File: src/logic/rcs_pkg.sv
// Constants for the bus B/C current selection bank.
// Assumes an 8-bit register port decoded by the device's serial slave.
package rcs_pkg;
    // ========================================================
    // Register offsets
    localparam logic [7:0] OFS_B12 = 8'h0b;
    localparam logic [7:0] OFS_B34 = 8'h0c;
    localparam logic [7:0] OFS_C12 = 8'h0d;
    localparam logic [7:0] OFS_C34 = 8'h0e;
    // ========================================================
    // Field positions
    localparam int EN_HI_POS  = 7;
    localparam int SEL_HI_LSB = 4;
    localparam int EN_LO_POS  = 3;
    localparam int SEL_LO_LSB = 0;
    // ========================================================
    // Reset values and level ceiling
    localparam logic [7:0] SEL_RESET = 8'h00;
    localparam logic [7:0] LEVEL_MAX = 8'hc0;
    localparam logic [7:0] LEVEL_OFF = 8'h00;
    // ========================================================
    // Multiplex phases
    typedef enum logic [1:0] {
        RCS_PH1 = 2'b00,
        RCS_PH2 = 2'b01,
        RCS_PH3 = 2'b10,
        RCS_PH4 = 2'b11
    } rcs_phase_t;
endpackage : rcs_pkg

File: src/logic/rcs_bank.sv
// Selection registers for LED buses B and C, with per-phase current pick.
// Assumes the serial slave gives one-cycle write strobes on SYS_CLK and
// that level codes and phase come from same-clock logic.
`timescale 1ns/100ps
module rcs_bank (
    input  wire logic       SYS_CLK,
    input  wire logic       NRST,
    input  wire logic       CLK_EN,
    input  wire logic       REG_WR,
    input  wire logic [7:0] REG_ADDR,
    input  wire logic [7:0] REG_WDATA,
    output logic      [7:0] REG_RDATA,
    input  wire logic [7:0] RED_LEVEL_ZERO,
    input  wire logic [7:0] RED_LEVEL_ONE,
    input  wire logic [7:0] GREEN_LEVEL_ZERO,
    input  wire logic [7:0] GREEN_LEVEL_ONE,
    input  wire logic [7:0] BLUE_LEVEL_ZERO,
    input  wire logic [7:0] BLUE_LEVEL_ONE,
    input  wire logic [1:0] MUX_PHASE,
    output logic      [7:0] BUS_B_LINE_ONE,
    output logic      [7:0] BUS_B_LINE_TWO,
    output logic      [7:0] BUS_B_LINE_THREE,
    output logic      [7:0] BUS_B_LINE_FOUR,
    output logic      [7:0] BUS_C_LINE_ONE,
    output logic      [7:0] BUS_C_LINE_TWO,
    output logic      [7:0] BUS_C_LINE_THREE,
    output logic      [7:0] BUS_C_LINE_FOUR
);
    // ========================================================
    // Selection registers
    logic [7:0] bus_b_select_pair_12;
    logic [7:0] bus_b_select_pair_34;
    logic [7:0] bus_c_select_pair_12;
    logic [7:0] bus_c_select_pair_34;

    always_ff @(posedge SYS_CLK or negedge NRST) begin
        if (!NRST) begin
            bus_b_select_pair_12 <= rcs_pkg::SEL_RESET;
            bus_b_select_pair_34 <= rcs_pkg::SEL_RESET;
            bus_c_select_pair_12 <= rcs_pkg::SEL_RESET;
            bus_c_select_pair_34 <= rcs_pkg::SEL_RESET;
        end else if (CLK_EN && REG_WR) begin
            case (REG_ADDR)
                rcs_pkg::OFS_B12: bus_b_select_pair_12 <= REG_WDATA;
                rcs_pkg::OFS_B34: bus_b_select_pair_34 <= REG_WDATA;
                rcs_pkg::OFS_C12: bus_c_select_pair_12 <= REG_WDATA;
                rcs_pkg::OFS_C34: bus_c_select_pair_34 <= REG_WDATA;
                default: ;
            endcase
        end
    end

    // Unmapped offsets read zero; another bank answers there
    logic [7:0] next_rdata;
    always_comb begin
        case (REG_ADDR)
            rcs_pkg::OFS_B12: next_rdata = bus_b_select_pair_12;
            rcs_pkg::OFS_B34: next_rdata = bus_b_select_pair_34;
            rcs_pkg::OFS_C12: next_rdata = bus_c_select_pair_12;
            rcs_pkg::OFS_C34: next_rdata = bus_c_select_pair_34;
            default:          next_rdata = 8'h00;
        endcase
    end

    always_ff @(posedge SYS_CLK or negedge NRST) begin
        if (!NRST) begin
            REG_RDATA <= 8'h00;
        end else if (CLK_EN) begin
            REG_RDATA <= next_rdata;
        end
    end

    // ========================================================
    // Field split
    logic       bus_b_rgb_one_on;
    logic       bus_b_rgb_two_on;
    logic       bus_b_rgb_three_on;
    logic       bus_b_rgb_four_on;
    logic       bus_c_rgb_one_on;
    logic       bus_c_rgb_two_on;
    logic       bus_c_rgb_three_on;
    logic       bus_c_rgb_four_on;
    logic [2:0] bus_b_rgb_one_pick;
    logic [2:0] bus_b_rgb_two_pick;
    logic [2:0] bus_b_rgb_three_pick;
    logic [2:0] bus_b_rgb_four_pick;
    logic [2:0] bus_c_rgb_one_pick;
    logic [2:0] bus_c_rgb_two_pick;
    logic [2:0] bus_c_rgb_three_pick;
    logic [2:0] bus_c_rgb_four_pick;

    assign bus_b_rgb_one_on   = bus_b_select_pair_12[rcs_pkg::EN_HI_POS];
    assign bus_b_rgb_two_on   = bus_b_select_pair_12[rcs_pkg::EN_LO_POS];
    assign bus_b_rgb_three_on = bus_b_select_pair_34[rcs_pkg::EN_HI_POS];
    assign bus_b_rgb_four_on  = bus_b_select_pair_34[rcs_pkg::EN_LO_POS];
    assign bus_c_rgb_one_on   = bus_c_select_pair_12[rcs_pkg::EN_HI_POS];
    assign bus_c_rgb_two_on   = bus_c_select_pair_12[rcs_pkg::EN_LO_POS];
    assign bus_c_rgb_three_on = bus_c_select_pair_34[rcs_pkg::EN_HI_POS];
    assign bus_c_rgb_four_on  = bus_c_select_pair_34[rcs_pkg::EN_LO_POS];
    assign bus_b_rgb_one_pick =
        bus_b_select_pair_12[rcs_pkg::SEL_HI_LSB +: 3];
    assign bus_b_rgb_two_pick =
        bus_b_select_pair_12[rcs_pkg::SEL_LO_LSB +: 3];
    assign bus_b_rgb_three_pick =
        bus_b_select_pair_34[rcs_pkg::SEL_HI_LSB +: 3];
    assign bus_b_rgb_four_pick =
        bus_b_select_pair_34[rcs_pkg::SEL_LO_LSB +: 3];
    assign bus_c_rgb_one_pick =
        bus_c_select_pair_12[rcs_pkg::SEL_HI_LSB +: 3];
    assign bus_c_rgb_two_pick =
        bus_c_select_pair_12[rcs_pkg::SEL_LO_LSB +: 3];
    assign bus_c_rgb_three_pick =
        bus_c_select_pair_34[rcs_pkg::SEL_HI_LSB +: 3];
    assign bus_c_rgb_four_pick =
        bus_c_select_pair_34[rcs_pkg::SEL_LO_LSB +: 3];

    // ========================================================
    // Level saturation
    logic [7:0] red0;
    logic [7:0] red1;
    logic [7:0] grn0;
    logic [7:0] grn1;
    logic [7:0] blu0;
    logic [7:0] blu1;

    function automatic logic [7:0] clamp_level(input logic [7:0] code);
        clamp_level = (code > rcs_pkg::LEVEL_MAX) ? rcs_pkg::LEVEL_MAX
                                                  : code;
    endfunction : clamp_level

    assign red0 = clamp_level(RED_LEVEL_ZERO);
    assign red1 = clamp_level(RED_LEVEL_ONE);
    assign grn0 = clamp_level(GREEN_LEVEL_ZERO);
    assign grn1 = clamp_level(GREEN_LEVEL_ONE);
    assign blu0 = clamp_level(BLUE_LEVEL_ZERO);
    assign blu1 = clamp_level(BLUE_LEVEL_ONE);

    // ========================================================
    // Per-phase routing; the rotation keeps the anode line dark
    function automatic logic [31:0] route(
        input logic [1:0] ph,
        input logic [3:0] on,
        input logic [2:0] p1,
        input logic [2:0] p2,
        input logic [2:0] p3,
        input logic [2:0] p4,
        input logic [7:0] r0,
        input logic [7:0] r1,
        input logic [7:0] g0,
        input logic [7:0] g1,
        input logic [7:0] b0,
        input logic [7:0] b1
    );
        logic [2:0] p;
        logic [7:0] r;
        logic [7:0] g;
        logic [7:0] b;
        p = 3'h0;
        r = 8'h00;
        g = 8'h00;
        b = 8'h00;
        route = 32'h0;
        case (ph)
            2'b00:   p = p1;
            2'b01:   p = p2;
            2'b10:   p = p3;
            default: p = p4;
        endcase
        if (on[ph]) begin
            r = p[2] ? r1 : r0;
            g = p[1] ? g1 : g0;
            b = p[0] ? b1 : b0;
        end
        // Word lanes: [7:0] line one up to [31:24] line four
        case (ph)
            2'b00:   route = {b, r, g, 8'h00};
            2'b01:   route = {r, g, 8'h00, b};
            2'b10:   route = {g, 8'h00, b, r};
            default: route = {8'h00, b, r, g};
        endcase
    endfunction : route

    logic [31:0] next_b;
    logic [31:0] next_c;
    logic [3:0]  b_on;
    logic [3:0]  c_on;

    assign b_on = {bus_b_rgb_four_on, bus_b_rgb_three_on,
                   bus_b_rgb_two_on, bus_b_rgb_one_on};
    assign c_on = {bus_c_rgb_four_on, bus_c_rgb_three_on,
                   bus_c_rgb_two_on, bus_c_rgb_one_on};
    assign next_b = route(MUX_PHASE, b_on, bus_b_rgb_one_pick,
        bus_b_rgb_two_pick, bus_b_rgb_three_pick, bus_b_rgb_four_pick,
        red0, red1, grn0, grn1, blu0, blu1);
    assign next_c = route(MUX_PHASE, c_on, bus_c_rgb_one_pick,
        bus_c_rgb_two_pick, bus_c_rgb_three_pick, bus_c_rgb_four_pick,
        red0, red1, grn0, grn1, blu0, blu1);

    // Targets go to the fade engines, so a disabled RGB ramps to zero
    always_ff @(posedge SYS_CLK or negedge NRST) begin
        if (!NRST) begin
            {BUS_B_LINE_FOUR, BUS_B_LINE_THREE,
             BUS_B_LINE_TWO, BUS_B_LINE_ONE} <= 32'h0;
            {BUS_C_LINE_FOUR, BUS_C_LINE_THREE,
             BUS_C_LINE_TWO, BUS_C_LINE_ONE} <= 32'h0;
        end else if (CLK_EN) begin
            {BUS_B_LINE_FOUR, BUS_B_LINE_THREE,
             BUS_B_LINE_TWO, BUS_B_LINE_ONE} <= next_b;
            {BUS_C_LINE_FOUR, BUS_C_LINE_THREE,
             BUS_C_LINE_TWO, BUS_C_LINE_ONE} <= next_c;
        end
    end
endmodule : rcs_bank

File: config.mk
export PLATFORM = sky130hd
export DESIGN_NAME = rcs_bank
export DESIGN_NICKNAME = d
export VERILOG_FILES = /design/src/logic/rcs_pkg.sv /design/src/logic/rcs_bank.sv
export SDC_FILE = /design/constraint.sdc
export NUM_CORES = 1
export LEC_CHECK = 0
export ABC_AREA = 1
export BUFFER_PORTS_ARGS = -buffer_cell sky130_fd_sc_hd__buf_2
export CAP_MARGIN = 20
export CELL_PAD_IN_SITES_DETAIL_PLACEMENT = 1
export CELL_PAD_IN_SITES_GLOBAL_PLACEMENT = 1
export CORE_MARGIN = 5
export CORE_UTILIZATION = 39
export DETAILED_ROUTE_END_ITERATION = 7
export MAX_ROUTING_LAYER = met4
export PLACE_DENSITY_LB_ADDON = 0.1
export SLEW_MARGIN = 20
export SYNTH_ARGS = -nofsm -noshare
export SYNTH_HDL_FRONTEND = slang
export SYNTH_SLANG_ARGS = --single-unit
File: constraint.sdc
create_clock -name SYS_CLK -period 1.9 [get_ports SYS_CLK]
set_clock_uncertainty 0.2 [all_clocks]
set_input_delay 0 -clock SYS_CLK [delete_from_list [all_inputs] [get_ports SYS_CLK]]
set_output_delay 0 -clock SYS_CLK [all_outputs]
set_load 0.01 [all_outputs]
# Yosys cells after proc, flatten, opt, wreduce, memory -nomap -nowiden
# Index checks and enable logic that the tools add are counted.
# totals
regBits	104
input_bits	70
out_inout_bits	72
wordCells	59
# classes
order_cmp	7
eq_ne	6
n_mux	27
reduce_logical	6
# op_table
op	count
one-hot mux 32 bit (3 select lines)	2
2-to-1 mux 8 bit	18
> comparator 8 bit, second input constant	6
== test 8 x 4 -> 1 bit, second input constant	4
one-hot mux 8 bit (4 select lines)	1
one-hot mux 3 bit (3 select lines)	2
AND reduction 2 bit	4
binary-select mux 1 bit (select 2 bit)	2
< comparator 2 x 3 -> 1 bit, second input constant	1
== test 2 x 1 -> 1 bit, second input constant	1
== test 2 bit, second input constant	1
zero test 2 bit	1
2-to-1 mux 1 bit	2
logical AND 1 bit	1

# Longest topological paths before layout
# depth
ltp_word	5
depth_mapped	12

# Worst setup path after synthesis
# OpenSTA, ideal clock, no wires.
# synth_timing
kind	reg2reg
start	register bus_c_select_pair_34[6]
end	register BUS_C_LINE_TWO[7]
setup_ps	117
arrival_time_ps	1192
required_time_ps	1583
setup_slack_ps	391
stages_incl_launch_ff	9
synth_period_minus_slack_ps	1509
path_cell_list	dfrtp_1 -> o21ai_0 -> nand3_2 -> nand2_2 -> nand2_1 -> nand3_1 -> o21ai_0 -> nor2_1 -> nor2_1
# synth_between
elab_chain_cells	4
# synth_lines
item	line_no	rtl
start, declared	rcs_bank.sv:34	logic [7:0] bus_c_select_pair_34;
start signal, assigned	rcs_bank.sv:41	bus_c_select_pair_34 <= rcs_pkg::SEL_RESET;
one-hot mux 3 bit (3 select lines)	rcs_bank.sv:163	case (ph)
2-to-1 mux 8 bit	rcs_bank.sv:170	r = p[2] ? r1 : r0;
2-to-1 mux 8 bit	rcs_bank.sv:169	if (on[ph]) begin
one-hot mux 32 bit (3 select lines)	rcs_bank.sv:175	case (ph)
end, declared	rcs_bank.sv:25	output logic [7:0] BUS_C_LINE_TWO,
# No other way between the ends.
# A chain may end at the register's enable or synchronous reset.

# Worst setup path after layout
# layout_timing
start	register bus_c_select_pair_34[3]
end	register BUS_C_LINE_FOUR[4]
# layout_between
elab_chain_cells	4
# layout_lines
item	line_no	rtl
binary-select mux 1 bit (select 2 bit) (*)	rcs_bank.sv:169	
2-to-1 mux 1 bit (not written as such) (*)	rcs_bank.sv:169	
2-to-1 mux 8 bit	rcs_bank.sv:169	
one-hot mux 32 bit (3 select lines) (*)	rcs_bank.sv:175	
end, declared	rcs_bank.sv:27	output logic [7:0] BUS_C_LINE_FOUR
# Every way passes the cells marked *; elsewhere a longest branch is shown, timed or not. The select of a mux whose other input is x is not followed.

==> flow_metrics.env <==
export IMPL_outcome="complete, but fails checks"
export IMPL_violations="hold timing"
export IMPL_intPower_mw=3.84
export IMPL_clock_sinks=104
export IMPL_yosys_warnings=0
export IMPL_p_comb_frac=0.260
export IMPL_layout_drive_gt1_share=0.223
export IMPL_p_leak_nw=4.55
export IMPL_layout_commonest_cell="nand2_1"
export IMPL_final_setup_tns_ps=0
export IMPL_synth_xor_area_frac=0
export IMPL_synthCells=1030
export IMPL_num_antenna_cells=0
export IMPL_cp_end_kind="flip-flop"
export IMPL_max_freq_ghz=0.534
export IMPL_grt_overflow=0
export IMPL_initial_core_util=0.392
export IMPL_drc_errors=0
export IMPL_timing_hold_ws_ps=-23.3
export IMPL_hpwl_um=21500
export IMPL_total_power_mw=5.87
export IMPL_h_tree_depth=3
export IMPL_hold_class="input port to asynchronous set/reset pin"
export IMPL_path_clk_slew_ps=80
export IMPL_cp_max_fo=13
export IMPL_synthAdderAreaFrac=0
export IMPL_drt_pass1_iter_count=5
export IMPL_yosys_area_share_simple=0.468
export IMPL_wl_met2_um=13300
export IMPL_setup_viol=0
export IMPL_layout_cells_non_filler=1431
export IMPL_nFillCells=2364
export IMPL_die_w_um=144
export IMPL_syn_avg_cell_area_um2=6.77
export IMPL_seqPwrFrac=0.423
export IMPL_finalWorstSetupSlack_ps=27.7
export IMPL_startpoint_type="flip-flop"
export IMPL_syn_to_final_growth_pct=25.6
export IMPL_r2r_start="bus_c_select_pair_34[3]"
export IMPL_routabilityCongestion=0.957
export IMPL_final_nets=1267
export IMPL_maxSlewHeadroom=0.617
export IMPL_grt_max_degree=63
export IMPL_rsz0062_at_grt="true"
export IMPL_dp_cells=1395
export IMPL_m1WireLength_um=12900
export IMPL_cts_root_buffer="clkbuf_16"
export IMPL_worstMarginPinSlew_ps=573
export IMPL_multi_input_area_um2=3920
export IMPL_final_core_util=0.493
export IMPL_portBuffers=141
export IMPL_synth_mux_area_frac=0
export IMPL_critical_path_class="flip-flop to flip-flop"
export IMPL_first_global_vias=7873
export IMPL_synth_seq_cells=104
export IMPL_seq_area_um2=2600
export IMPL_synthesis_area_um2=6980
export IMPL_period_share=0.985
export IMPL_syn_nets=1100
export IMPL_avgViaCountPerCell=5.75
export IMPL_vias=8227
export IMPL_num_rows=49
export IMPL_ir_worst_vdd_v=0.000431
export IMPL_critPathLaunch="bus_c_select_pair_34[3]"
export IMPL_core_um2=17800
export IMPL_slew_viol_final=0
export IMPL_drtAntennaViolNets=0
export IMPL_yosysSeqAreaShare=0.373
export IMPL_pin_count=142
export IMPL_dr_wl_met3_um=1720
export IMPL_synth_top_family_by_area="simple AND/OR/NAND/NOR gates"
export IMPL_clkPwrFrac=0.317
export IMPL_dieHeight_um=144
export IMPL_synthDistinctLibCells=29
export IMPL_synth_compound_area_frac=0.0855
export IMPL_required_ps=1950
export IMPL_grt_pass1_wl_um=44000
export IMPL_pre_cts_slack_ps=-1.94
export IMPL_dieArea_um2=20700
export IMPL_p_sw_mw=2.03
export IMPL_drt_iter0_drc=583
export IMPL_ctsLongestPathBuffers=2
export IMPL_drt_total_wl_um=28600
export IMPL_dpl_cell_area_um2=8190
export IMPL_drv_cap=0
export IMPL_numCtsBuffers=9
export IMPL_clock_latency_ps=360
export IMPL_layout_common_cells="nand2_1 (323), nand4_1 (140), buf_2 (140)"
export IMPL_switching_share=0.346
export IMPL_top_layer_used="met4"
export IMPL_grt_usage=0.281
export IMPL_stdcell_area_um2=8770
export IMPL_wire_per_inst_um=20.0
export IMPL_finalHoldViolCount=13
export IMPL_critical_path_arrival_ps=1920
export IMPL_layout_min_cycle_time_ps=1870
export IMPL_cts_tree="built"
export IMPL_power_density_nw_per_um2=670
export IMPL_antenna_found_initial=0
## power by group through the flow
stage	Sequential [mW]	Combinational [mW]	Clock, mW
4_1_cts	2.49	1.47	1.90
2_1_floorplan	2.57	0.732	0
5_1_grt	2.51	1.67	1.99
3_3_place_gp	2.52	1.41	0
6_report	2.49	1.53	1.86
3_5_place_dp	2.53	1.44	0
## cell type report
type	instances	share of cell area
inverters	52	0.0228
multi-input cells	814	0.447
well taps	229	0.0327
flip-flops and latches	104	0.297
clock inverters	6	0.00457
clock buffers	10	0.0273
repair buffers	216	0.169
## logic make-up (layout without fill, tap and decap cells)
family,Yosys count,after routing
DFF,104,104
AOI/OAI and AO/OA,114,114
buffers and inverters,112,284
and+or+nand+nor,700,700
## layer usage
| metal | track usage | vias to the layer above |
|---|---|---|
| met5 | - | - |
| met4 | 0.0793 | 0 |
| met3 | 0.0323 | 46 |
| met2 | 0.439 | 311 |
| met1 | 0.387 | 4012 |
| li1 | - | 3858 |
## worst max-delay path: stages (launching register included)
cell and delay (ps):
dfrtp_1 420, o22ai_1 290, nor2_4 100, buf_12 140, clkbuf_16 160, nand4_1 100
nand3_1 190, nand2_1 110, nand2_1 50
## path summary, 6_finish.rpt
path                            cells past startpoint                 endpoint  slack [ps]
worst max-delay path                                8       BUS_C_LINE_FOUR[4]          30
worst min-delay path                                3  bus_c_select_pair_34[1]         -20
worst max register to register                      8       BUS_C_LINE_FOUR[4]          30
worst min register to register                      2        BUS_B_LINE_ONE[1]         270
max in group asynchronous                           4       BUS_B_LINE_FOUR[4]         720
min in group SYS_CLK                                7       BUS_B_LINE_FOUR[7]          10
## what timing repair did
action                                  4_1_cts  5_1_grt
hold buffers                                 14        0
endpoints found under the setup margin        0       55
gates resized for setup                       0       29
hold endpoints to repair                    154        0
buffers inserted                              0        3
## synthesized netlist by cell type (all sizes together)
cell type  instances  area (um2)
nor3               1        5.00
o21a               7        52.6
dfrtp            104        2600
inv               51         191
buf               36         219
clkinv             1        8.76
a21oi              3        15.0
clkbuf            24        90.1
nand3            112         591
nor4               2        33.8
or2                3        18.8
nand4            140         876
o22ai              2        18.8
nor4b              1        23.8
o21ai            102         510
nand2            346        1360
nor2              95         362
## state kept, by name, indices dropped and copies added, names as in the netlist
signal / cells
BUS_B_LINE_FOUR: 8
BUS_B_LINE_ONE: 8
BUS_B_LINE_THREE: 8
BUS_B_LINE_TWO: 8
BUS_C_LINE_FOUR: 8
BUS_C_LINE_ONE: 8
BUS_C_LINE_THREE: 8
BUS_C_LINE_TWO: 8
REG_RDATA: 8
bus_b_select_pair_12: 8
bus_b_select_pair_34: 8
bus_c_select_pair_12: 8
bus_c_select_pair_34: 8
(Power assumes the default switching activity.)
